**src/logic/fpc_defines.vh**
```
// Register offsets, field positions and reset values of the floppy pin control block
`ifndef FPC_DEFINES_VH
`define FPC_DEFINES_VH
`define FPC_OFF_DOUT 12'h000
`define FPC_OFF_DSR 12'h004
`define FPC_OFF_CFGC 12'h008
`define FPC_OFF_FNC 12'h00c
`define FPC_OFF_FEN 12'h010
`define FPC_OFF_PWM 12'h014
`define FPC_OFF_PAUX 12'h018
`define FPC_OFF_MODE 12'h01c
`define FPC_OFF_CFG 12'h020
`define FPC_OFF_LOCK 12'h024
`define FPC_OFF_SPEC 12'h028
`define FPC_OFF_CTRL 12'h02c
`define FPC_OFF_STAT 12'h030
`define FPC_DOUT_RST 8'h00
`define FPC_DSR_RST 8'h02
`define FPC_CFGC_RST 8'h02
`define FPC_MODE_RST 8'h00
`define FPC_CFG_RST 8'h00
`define FPC_LOCK_RST 8'h00
`define FPC_KEEP_RST 8'h00
`define FPC_FNC_SENSE_OUT 0
`define FPC_FNC_SHSEL 2
`define FPC_FNC_MTR_SWAP 4
`define FPC_FEN_FOUR_DRV 4
`define FPC_FEN_PWRDN 3
`define FPC_PWM_PIN_SEL 4
`define FPC_DSR_PWRDN 6
`define FPC_DSR_RATE1 1
`define FPC_PAUX_PWRDN 0
`define FPC_MODE_PWRDN 0
`define FPC_DOUT_MOTOR_ENABLE_0 4
`define FPC_DOUT_MOTOR_ENABLE_1 5
`define FPC_DOUT_MTR2 6
`define FPC_DOUT_MTR3 7
`define FPC_CTRL_SHARED 0
`define FPC_CTRL_IDLE 1
`endif

```
**src/logic/fpc_pin_ctrl.v**
```verilog
// Floppy controller pin multiplexing with APB register access
// Behaviour
// - Master reset puts the controller idle and every disk output inactive.
// - Master reset restores digital output, data rate, config control, mode, configure, lock.
// - Master reset leaves the specify parameters as they are.
// - With function control bit 0 clear the media-sense pins are pulled-up inputs.
// - With function control bit 0 set the media-sense pins drive data rate, no pull-ups.
// - The two motor enables are active low and follow bits 4 and 5 of digital output.
// - Function enable bit 4 encodes the two motor enables to address four drives.
// - Function control bit 4 swaps the motor values, so the shared pin serves drive 0.
// - In shared port mode with floppy selected an extra active-low motor enable is driven.
// - The power-down pin shows power-down when power management bit 4 is set, else the inverse of rate bit 1.
// - Outside master reset, power-down out is high whenever any of the four power-down sources is active.
// - Function control bit 2 picks the shared pin as printer select or drive-two present.
// - The board holds the select high for a printer and low for a floppy drive.
// - In shared port mode with floppy selected read data is also taken from the shared pin.
// - The idle output is high whenever the controller is idle or powered down.
//
// Design decisions made here: the register addresses and the APB register port.
`timescale 1ns/1ps
`include "fpc_defines.vh"
module fpc_pin_ctrl (
  input wire ref_clk_i,           // 25 MHz clock
  input wire rst_i,               // Async reset, active high
  input wire master_reset_input_i, // Master reset, active high
  input wire psel,                // APB select
  input wire penable,             // APB enable
  input wire pwrite,              // APB write
  input wire [11:0] paddr,        // APB byte address
  input wire [31:0] pwdata,       // APB write data
  output wire [31:0] prdata,      // APB read data
  output wire pready,             // APB ready
  output wire pslverr,            // APB error
  input wire read_strobe_n_i,     // Host read strobe, active low
  input wire ctrl_busy_i,         // Controller core busy
  input wire shared_sel_i,        // Shared printer/floppy select pin
  input wire rdata_n_i,           // Normal raw read data
  input wire shp_rdata_n_i,       // Shared-port raw read data
  output wire rdata_n_o,          // Merged raw read data
  input wire [1:0] media_sense_n_i, // Media sense pin inputs
  output reg [1:0] media_sense_o, // Media sense pin drive value
  output reg [1:0] media_sense_oe_n_o, // Media sense enable, low drives
  output reg [1:0] media_sense_pu_o, // Internal pull-up enable
  output reg motor_enable_0_n_o,  // Motor enable 0, active low
  output reg motor_enable_1_n_o,  // Motor enable 1, active low
  output reg shp_motor_n_o,       // Shared-port motor enable, active low
  output reg pwdn_pin_o,          // Power-down or rate-1 pin
  output reg power_down_out_o,    // Power-down state
  output reg idle_o,              // Idle indicator
  output reg printer_or_floppy_select_o, // Printer attached
  output reg second_drive_present_o, // Second drive present
  output reg shp_floppy_o         // Shared port carries floppy signals
);
  wire [7:0] dout_q;
  wire [7:0] dsr_q;
  wire [7:0] cfgc_q;
  wire [7:0] mode_q;
  wire [7:0] cfg_q;
  wire [7:0] lock_q;
  reg [7:0] fnc_q;
  reg [7:0] fen_q;
  reg [7:0] pwm_q;
  reg [7:0] paux_q;
  reg [7:0] spec_q;
  reg [1:0] ctrl_q;
  reg [31:0] rd_q;
  reg [7:0] rd_cnt_q;
  reg strobe_d1_q;
  reg m0;
  reg m1;
  wire wr_acc;
  wire rd_setup;
  wire mreset;
  wire shared_mode;
  wire shsel_mode;
  wire pwr_down;
  wire floppy_on_port;
  wire sm0;
  wire sm1;

  assign wr_acc = psel & penable & pwrite;
  // Read data is fetched in the setup cycle, so it already stands when the
  // zero-wait access phase completes
  assign rd_setup = psel & ~penable & ~pwrite;
  assign mreset = master_reset_input_i;
  assign shared_mode = ctrl_q[`FPC_CTRL_SHARED];
  assign shsel_mode = fnc_q[`FPC_FNC_SHSEL];
  assign pwr_down = dsr_q[`FPC_DSR_PWRDN] | fen_q[`FPC_FEN_PWRDN] |
                    paux_q[`FPC_PAUX_PWRDN] | mode_q[`FPC_MODE_PWRDN];
  assign floppy_on_port = shared_mode & shsel_mode & ~shared_sel_i;

  function hit;
    input [11:0] a;
    input [11:0] off;
    begin
      hit = (a == off);
    end
  endfunction

  function mapped;
    input [11:0] a;
    begin
      mapped = (a[1:0] == 2'b00) && (a <= `FPC_OFF_STAT);
    end
  endfunction

  assign pready = 1'b1;
  assign pslverr = psel & penable & ~mapped(paddr);
  assign prdata = rd_q;

  // Registers that master reset restores
  fpc_reg8 #(
    .RST_VAL(`FPC_DOUT_RST)
  ) u_dout (
    .ref_clk_i(ref_clk_i),
    .rst_i(rst_i),
    .clr_i(mreset),
    .we_i(wr_acc & hit(paddr, `FPC_OFF_DOUT)),
    .d_i(pwdata[7:0]),
    .q_o(dout_q)
  );

  fpc_reg8 #(
    .RST_VAL(`FPC_DSR_RST)
  ) u_dsr (
    .ref_clk_i(ref_clk_i),
    .rst_i(rst_i),
    .clr_i(mreset),
    .we_i(wr_acc & hit(paddr, `FPC_OFF_DSR)),
    .d_i(pwdata[7:0]),
    .q_o(dsr_q)
  );

  fpc_reg8 #(
    .RST_VAL(`FPC_CFGC_RST)
  ) u_cfgc (
    .ref_clk_i(ref_clk_i),
    .rst_i(rst_i),
    .clr_i(mreset),
    .we_i(wr_acc & hit(paddr, `FPC_OFF_CFGC)),
    .d_i(pwdata[7:0]),
    .q_o(cfgc_q)
  );

  fpc_reg8 #(
    .RST_VAL(`FPC_MODE_RST)
  ) u_mode (
    .ref_clk_i(ref_clk_i),
    .rst_i(rst_i),
    .clr_i(mreset),
    .we_i(wr_acc & hit(paddr, `FPC_OFF_MODE)),
    .d_i(pwdata[7:0]),
    .q_o(mode_q)
  );

  fpc_reg8 #(
    .RST_VAL(`FPC_CFG_RST)
  ) u_cfg (
    .ref_clk_i(ref_clk_i),
    .rst_i(rst_i),
    .clr_i(mreset),
    .we_i(wr_acc & hit(paddr, `FPC_OFF_CFG)),
    .d_i(pwdata[7:0]),
    .q_o(cfg_q)
  );

  fpc_reg8 #(
    .RST_VAL(`FPC_LOCK_RST)
  ) u_lock (
    .ref_clk_i(ref_clk_i),
    .rst_i(rst_i),
    .clr_i(mreset),
    .we_i(wr_acc & hit(paddr, `FPC_OFF_LOCK)),
    .d_i(pwdata[7:0]),
    .q_o(lock_q)
  );

  // Configuration registers outside the controller are untouched by master reset
  always @(posedge ref_clk_i or posedge rst_i) begin
    if (rst_i) begin
      fnc_q <= `FPC_KEEP_RST;
      fen_q <= `FPC_KEEP_RST;
      pwm_q <= `FPC_KEEP_RST;
      paux_q <= `FPC_KEEP_RST;
      spec_q <= `FPC_KEEP_RST;
      ctrl_q <= 2'h0;
    end else if (wr_acc) begin
      if (hit(paddr, `FPC_OFF_FNC)) begin
        fnc_q <= pwdata[7:0];
      end
      if (hit(paddr, `FPC_OFF_FEN)) begin
        fen_q <= pwdata[7:0];
      end
      if (hit(paddr, `FPC_OFF_PWM)) begin
        pwm_q <= pwdata[7:0];
      end
      if (hit(paddr, `FPC_OFF_PAUX)) begin
        paux_q <= pwdata[7:0];
      end
      if (hit(paddr, `FPC_OFF_SPEC)) begin
        spec_q <= pwdata[7:0];
      end
      if (hit(paddr, `FPC_OFF_CTRL)) begin
        ctrl_q <= pwdata[1:0];
      end
    end
  end

  // Host read strobes are counted so software can see activity
  // The delayed copy resets to the idle level, so no false edge follows reset
  always @(posedge ref_clk_i or posedge rst_i) begin
    if (rst_i) begin
      strobe_d1_q <= 1'b1;
      rd_cnt_q <= 8'h00;
    end else begin
      strobe_d1_q <= read_strobe_n_i;
      if (strobe_d1_q & ~read_strobe_n_i)
        rd_cnt_q <= rd_cnt_q + 8'h01;
    end
  end

  // Motor decode: two-drive direct or four-drive encoded
  always @* begin
    if (fen_q[`FPC_FEN_FOUR_DRV]) begin
      m0 = dout_q[`FPC_DOUT_MOTOR_ENABLE_0] | dout_q[`FPC_DOUT_MTR2];
      m1 = dout_q[`FPC_DOUT_MOTOR_ENABLE_1] | dout_q[`FPC_DOUT_MTR3];
    end else begin
      m0 = dout_q[`FPC_DOUT_MOTOR_ENABLE_0];
      m1 = dout_q[`FPC_DOUT_MOTOR_ENABLE_1];
    end
  end

  assign sm0 = fnc_q[`FPC_FNC_MTR_SWAP] ? m1 : m0;
  assign sm1 = fnc_q[`FPC_FNC_MTR_SWAP] ? m0 : m1;

  // Motor pins; master reset forces every one of them inactive
  always @(posedge ref_clk_i or posedge rst_i) begin
    if (rst_i) begin
      motor_enable_0_n_o <= 1'b1;
      motor_enable_1_n_o <= 1'b1;
      shp_motor_n_o <= 1'b1;
    end else if (mreset) begin
      motor_enable_0_n_o <= 1'b1;
      motor_enable_1_n_o <= 1'b1;
      shp_motor_n_o <= 1'b1;
    end else begin
      motor_enable_0_n_o <= ~sm0;
      motor_enable_1_n_o <= ~sm1;
      if (floppy_on_port) begin
        shp_motor_n_o <= ~sm1;
      end else begin
        shp_motor_n_o <= 1'b1;
      end
    end
  end

  // Media-sense pins: pulled-up inputs, or rate outputs with the pull-ups off
  always @(posedge ref_clk_i or posedge rst_i) begin
    if (rst_i) begin
      media_sense_o <= 2'h0;
      media_sense_oe_n_o <= 2'h3;
      media_sense_pu_o <= 2'h3;
    end else if (mreset) begin
      media_sense_o <= 2'h0;
      media_sense_oe_n_o <= 2'h3;
      media_sense_pu_o <= 2'h3;
    end else if (fnc_q[`FPC_FNC_SENSE_OUT]) begin
      media_sense_o <= dsr_q[1:0];
      media_sense_oe_n_o <= 2'h0;
      media_sense_pu_o <= 2'h0;
    end else begin
      media_sense_o <= 2'h0;
      media_sense_oe_n_o <= 2'h3;
      media_sense_pu_o <= 2'h3;
    end
  end

  // Power-down state, power-down pin and idle flag
  always @(posedge ref_clk_i or posedge rst_i) begin
    if (rst_i) begin
      pwdn_pin_o <= 1'b0;
      power_down_out_o <= 1'b0;
      idle_o <= 1'b1;
    end else if (mreset) begin
      pwdn_pin_o <= 1'b0;
      power_down_out_o <= 1'b0;
      idle_o <= 1'b1;
    end else begin
      power_down_out_o <= pwr_down;
      if (pwm_q[`FPC_PWM_PIN_SEL]) begin
        pwdn_pin_o <= pwr_down;
      end else begin
        pwdn_pin_o <= ~dsr_q[`FPC_DSR_RATE1];
      end
      idle_o <= ~ctrl_busy_i | pwr_down;
    end
  end

  // Meaning of the shared select pin and the shared-port floppy flag
  always @(posedge ref_clk_i or posedge rst_i) begin
    if (rst_i) begin
      printer_or_floppy_select_o <= 1'b0;
      second_drive_present_o <= 1'b0;
      shp_floppy_o <= 1'b0;
    end else if (mreset) begin
      printer_or_floppy_select_o <= 1'b0;
      second_drive_present_o <= 1'b0;
      shp_floppy_o <= 1'b0;
    end else begin
      printer_or_floppy_select_o <= shsel_mode & shared_sel_i;
      second_drive_present_o <= ~shsel_mode & shared_sel_i;
      shp_floppy_o <= floppy_on_port;
    end
  end

  // Shared-port read data only counts while the port carries a floppy drive
  assign rdata_n_o = rdata_n_i & (shp_floppy_o ? shp_rdata_n_i : 1'b1);

  // Read data registered in the setup cycle; a status read shows the state
  // of one cycle before the access completes
  always @(posedge ref_clk_i or posedge rst_i) begin
    if (rst_i) begin
      rd_q <= 32'h00000000;
    end else if (rd_setup) begin
      case (paddr)
        `FPC_OFF_DOUT: rd_q <= {24'h000000, dout_q};
        `FPC_OFF_DSR: rd_q <= {24'h000000, dsr_q};
        `FPC_OFF_CFGC: rd_q <= {24'h000000, cfgc_q};
        `FPC_OFF_FNC: rd_q <= {24'h000000, fnc_q};
        `FPC_OFF_FEN: rd_q <= {24'h000000, fen_q};
        `FPC_OFF_PWM: rd_q <= {24'h000000, pwm_q};
        `FPC_OFF_PAUX: rd_q <= {24'h000000, paux_q};
        `FPC_OFF_MODE: rd_q <= {24'h000000, mode_q};
        `FPC_OFF_CFG: rd_q <= {24'h000000, cfg_q};
        `FPC_OFF_LOCK: rd_q <= {24'h000000, lock_q};
        `FPC_OFF_SPEC: rd_q <= {24'h000000, spec_q};
        `FPC_OFF_CTRL: rd_q <= {30'h0, ctrl_q};
        `FPC_OFF_STAT: rd_q <= {16'h0000, rd_cnt_q, power_down_out_o, idle_o,
                                printer_or_floppy_select_o, second_drive_present_o,
                                shp_floppy_o, ~motor_enable_1_n_o, ~motor_enable_0_n_o,
                                pwdn_pin_o};
        default: rd_q <= 32'h00000000;
      endcase
    end
  end
endmodule

```
**src/logic/fpc_reg8.v**
```verilog
// Byte-wide register with separate reset value and master-reset clear
`timescale 1ns/1ps
module fpc_reg8 #(
  parameter [7:0] RST_VAL = 8'h00
) (
  input wire ref_clk_i,   // Clock
  input wire rst_i,       // Async reset
  input wire clr_i,       // Synchronous restore to default
  input wire we_i,        // Write enable
  input wire [7:0] d_i,   // Write data
  output reg [7:0] q_o    // Stored value
);
  always @(posedge ref_clk_i or posedge rst_i) begin
    if (rst_i)
      q_o <= RST_VAL;
    else if (clr_i)
      q_o <= RST_VAL;
    else if (we_i)
      q_o <= d_i;
  end
endmodule

```
**config.mk**
```make
export PLATFORM = sky130hd
export DESIGN_NAME = fpc_pin_ctrl
export DESIGN_NICKNAME = d
export VERILOG_FILES = /design/src/logic/fpc_pin_ctrl.v /design/src/logic/fpc_reg8.v
export VERILOG_INCLUDE_DIRS = /design/src /design/src/logic
export SDC_FILE = /design/constraint.sdc
export NUM_CORES = 1
export LEC_CHECK = 0
export ABC_AREA = 1
export BUFFER_PORTS_ARGS = -buffer_cell sky130_fd_sc_hd__buf_2
export CAP_MARGIN = 20
export CORE_MARGIN = 4
export CORE_UTILIZATION = 58
export CTS_BUF_LIST = sky130_fd_sc_hd__clkbuf_8
export DETAILED_ROUTE_END_ITERATION = 12
export HOLD_SLACK_MARGIN = 0.02
export PLACE_DENSITY = 0.88
export SYNTH_ARGS = -nofsm -noshare
export SYNTH_HDL_FRONTEND = slang
export SYNTH_SLANG_ARGS = --single-unit
export TNS_END_PERCENT = 30
```
**constraint.sdc**
```tcl
create_clock -name ref_clk_i -period 3.7 [get_ports ref_clk_i]
set_input_delay 0 -clock ref_clk_i [delete_from_list [all_inputs] [get_ports ref_clk_i]]
set_output_delay 0 -clock ref_clk_i [all_outputs]
set_load 0.1 [all_outputs]
```
### Yosys cells after proc, flatten, opt, wreduce, memory -nomap -nowiden

Index checks and enable logic that the tools add are counted.

* bits in registers: 144
* input bits: 57

* add/subtract/negate cells: 1
* $lt $le $gt $ge: 1
* equal/unequal tests: 12
* multiplexer cells: 33
* bitwise operators: 35
* reductions and logical operators: 15

Operators by type and width (count)
* 16-bit one-hot mux with 13 select lines: 1
* 8-bit 2-to-1 mux: 12
* 12-bit by 6-bit == test with 1-bit output (second input constant): 5
* 12-bit by 5-bit == test with 1-bit output (second input constant): 4
* 12-bit by 4-bit == test with 1-bit output (second input constant): 2
* 1-bit bitwise AND: 17
* 1-bit 2-to-1 mux: 16
* 12-bit by 3-bit == test with 1-bit output (second input constant): 1
* 12-bit by 6-bit <= comparator with 1-bit output (second input constant): 1
* 12-bit logical NOT: 1
* 1-bit inverter: 12
* 2-bit AND reduction: 6
* 2-bit nonzero test: 6
* 8-bit by 1-bit adder with 8-bit output (second input constant): 1
* 2-bit 2-to-1 mux: 4
* 1-bit bitwise OR: 6
* 2-bit logical NOT: 1
* 1-bit logical AND: 1

### Depth between registers and ports, before layout

* depth in word-level cells: 6
* mapped depth: 13
* gate-level depth less buffers: 12

### Hierarchy

A second synthesis with hierarchy kept.

* cell total of the unflattened synthesis: 781
* area total of the unflattened synthesis: 6386.1 um^2

By module, submodules not included
* fpc_pin_ctrl: times used 1, cells each 565, area an instance 4349.2 um^2
* fpc_reg8 (u_cfg ...): times used 4, cells each 36, area an instance 339.1 um^2
* fpc_reg8 (u_cfgc ...): times used 2, cells each 36, area an instance 340.3 um^2

### Least setup slack after synthesis

OpenSTA, ideal clock, no wires.

* kind: register to output
* start point: register shp_floppy_o
* end point: output port rdata_n_o
* data arrival time: 3.080 ns
* slack: 0.620 ns
* stages on the path, launching flop included: 2
* path buffers: 0
* cell sequence: dfrtp_1 a21boi_0

* longest elaborated chain between the ends: 2

Ends and longest elaborated chain
* start: declaration: RTL line fpc_pin_ctrl.v:52 `output reg shp_floppy_o`
* start signal: assignment: RTL line fpc_pin_ctrl.v:312 `shp_floppy_o <= floppy_on_port;`
* 1-bit 2-to-1 mux: RTL line fpc_pin_ctrl.v:317 `assign rdata_n_o = rdata_n_i & (shp_floppy_o ? shp_rdata_n_i : 1'b1);`
* 1-bit bitwise AND: RTL line fpc_pin_ctrl.v:317
* end: declaration: RTL line fpc_pin_ctrl.v:39 `output wire rdata_n_o,`

Every way passes these cells.

### Worst setup path after layout

* start point: input port paddr[1]
* end point: register fnc_q[6]

* longest elaborated chain between the ends: 2

Ends and longest elaborated chain
* start: declaration: RTL line fpc_pin_ctrl.v:29 `input wire [11:0] paddr,`
* 12-bit by 4-bit == test with 1-bit output: RTL line fpc_pin_ctrl.v:96 `hit = (a == off);`
* 2-bit AND reduction (no source line)
* end signal: assignment: RTL line fpc_pin_ctrl.v:181 `` fnc_q <= `FPC_KEEP_RST; ``
* end signal: assignment: RTL line fpc_pin_ctrl.v:189 `fnc_q <= pwdata[7:0];`
* end: declaration: RTL line fpc_pin_ctrl.v:60 `reg [7:0] fnc_q;`

Every way passes these cells.
A chain may end at the register's enable or synchronous reset.

==> metrics <==
status=completed; largest net degree at the start of global routing=66; register area share after synthesis=52.0%; FF+latch count, synth=127; cts bufs inserted=17; crit-path max FO=16; GP Congestion=0.960; crit path launch type=primary input; aggregate global-route resource usage=27.7%; Avg Cell Area, Syn=8.29 sq um; Lkg Pwr=3.34 nW; most common cell after layout, fill and taps aside=nand2_1; Longest Clk Path Bufs=2; max cap viols=0; remaining antenna violation count after routing=0; via count of the routed design=5546; RSZ-0062 raised after global routing=false; vias in the first global route=5365; final slew viol count=0; Hold EP=prdata[14]; worst hold path type=in2reg; Syn-to-layout area delta=13.5%; hold_sp=paddr[1]; hold slack final=0.0859 ns; final worst path period share=48.7%; final wirelength=16900 microns; I/O pins=107; post-cts resize count=0; CP Class=in2reg; gr ovfl total=0; initial antenna violation count=0; ANT cells=0; starting DRC count in detailed routing=598; Clock Tree Root=clkbuf_8; FMAX=555 MHz; fin area=6950 sq um; PD cells=418 nW/um^2; Slew @ Worst Pin=0.787 ns; Worst setup EP type=flip-flop; setup TNS=0 ns; row count=37; DR WL/cell=17.5 microns; Worst VDD drop=351 uV; Via-to-Cell Ratio=5.77; PortBufs=63; Clock Skew=0.00703 ns; dpl hpwl=11200 microns; Yosys top cell area share=48.6%; register area=3190 sq um; Initial Util=59.4%; most frequent cells in the layout=nand2_1 (169), dfrtp_1 (119), o21ai_0 (109); Fill cells=840; final net count=871; die height=111 microns; Rel. slew slack=47.3%; worst reg2reg path depth=6; die area=12300 sq um; Yosys top cell by area=dfrtp_1; Remaining DRCs=0; detailed-router iteration count before antenna repair=5; setup slack, reg-to-reg=2.11 ns; clk sink count=127; hold-fix buffers at CTS=15; Setup violations, final=0; critical path data arrival time=2.13 ns; Final Hold Viols=0; Yosys cell types=35; Worst-path clk slew=0.07 ns; Area contributors post-synth=dfrtp_1 (49%), nand2_1 (10%), o21ai_0 (8.9%), nand3_1 (7.3%), inv_1 (5.3%); Mapped Cells=739; H-tree depth=4; layout cell share with drive strength beyond 1=16.5%; Period minus WS final=1.80 ns; multi-input combinational cell area=2390 sq um; Die Wd=111 microns; YS warnings=0; Post-Synthesis Cell Area=6130 sq um; clk_lat worst skew=0.44 ns; first-pass GRT wire length=26900 microns; Core ar.=10300 sq um; Crit path required time=4.03 ns; worst r2r src=strobe_d1_q; hold depth=4; TritonCTS clock tree=done; postcts setup bufs=0; placed cell area=6440 sq um; R2R Path End=rd_cnt_q[6]
==> cell type report <==
type                       count  area share, %
clock buffer                  19           3.76
sequential                   127           45.8
clock inverter                13           1.44
inverter                      90           4.89
timing repair buffer          83           7.23
multi-input combinational    494           34.4
tap                          136           2.45
==> Yosys cell counts (all sizes together) <==
master     n
nand2    173
dfrtp    119
o21ai    118
nand3     90
inv       88
nor2      58
buf       37
dfstp      8
nor3       7
xor2       7
clkbuf     6
o31ai      6
mux2       4
nand4      4
a21oi      3
clkinv     2
conb       2
a21boi     1
a31oi      1
ha         1
mux2i      1
nor4       1
o2111ai    1
o211ai     1
==> metal layers <==
metal  up-vias  share of wire [%]  track usage (%)
li1       2503                  -                -
met1      2638                 38             35.5
met2       343                 48             43.9
met3        62                 11             7.10
met4         0                3.5             13.3
met5         -                  0                0
==> cells by family after synthesis <==
kind of cell / share of synthesized area (%)
other: 0.123
AOI/OAI and AO/OA: 11.8
DFF: 52.0
muxes: 0.898
buffers and inverters: 9.88
adders and majority gates: 0.204
and+or+nand+nor: 24.0
xor gates and xnor gates: 1.00
==> report_power, final <==
group,total (mW),switching [mW],leakage (nW),internal (mW)
Clock,1.10,0.550,0.187,0.553
Sequential,1.48,0.0391,1.72,1.44
Combinational,0.321,0.252,1.43,0.0694
Total,2.90,0.841,3.34,2.06
==> registers in the layout, summed over array words and instances, names as in the netlist, 2 cells and up <==
| register | count |
|---|---|
| ctrl_q | 2 |
| fnc_q | 8 |
| media_sense_o | 2 |
| pwm_q | 8 |
| rd_cnt_q | 8 |
| prdata | 16 |
| u_cfgc.q_o | 8 |
| spec_q | 8 |
| u_dsr.q_o | 8 |
| u_mode.q_o | 8 |
| u_cfg.q_o | 8 |
| fen_q | 8 |
| u_dout.q_o | 8 |
| paux_q | 8 |
| u_lock.q_o | 8 |
==> critical path: stages <==
cell and delay (ns):
buf_2 0.10, nor2_2 0.21, nand2_1 0.10, nor2_1 0.61, nand3_1 0.69, o21ai_0 0.41
==> per-stage QoR <==
stage               setup slack (ns)  util (%)  cells  power [mW]
floorplan                      0.329         -    754        1.74
global placement                1.62      62.4    915        1.80
detailed placement              1.52      62.4    915        1.81
CTS                             1.96      67.4    962        2.90
global route                    1.74      67.4    962        3.00
finish                          1.90      67.4    962        2.90
==> worst max path at each step <==
stage	startpoint	end	slack, ns	cells past startpoint
6_report	paddr[1]	fnc_q[6]	1.90	6
2_1_floorplan	rst_i	ctrl_q[0]	0.33	1
5_1_grt	paddr[1]	fnc_q[6]	1.74	6
3_3_place_gp	paddr[1]	fnc_q[5]	1.62	6
3_5_place_dp	paddr[1]	fnc_q[6]	1.52	6
4_1_cts	pwrite	u_cfg.q_o[0]	1.96	7
No activity file was read; power rests on OpenSTA's default activity.
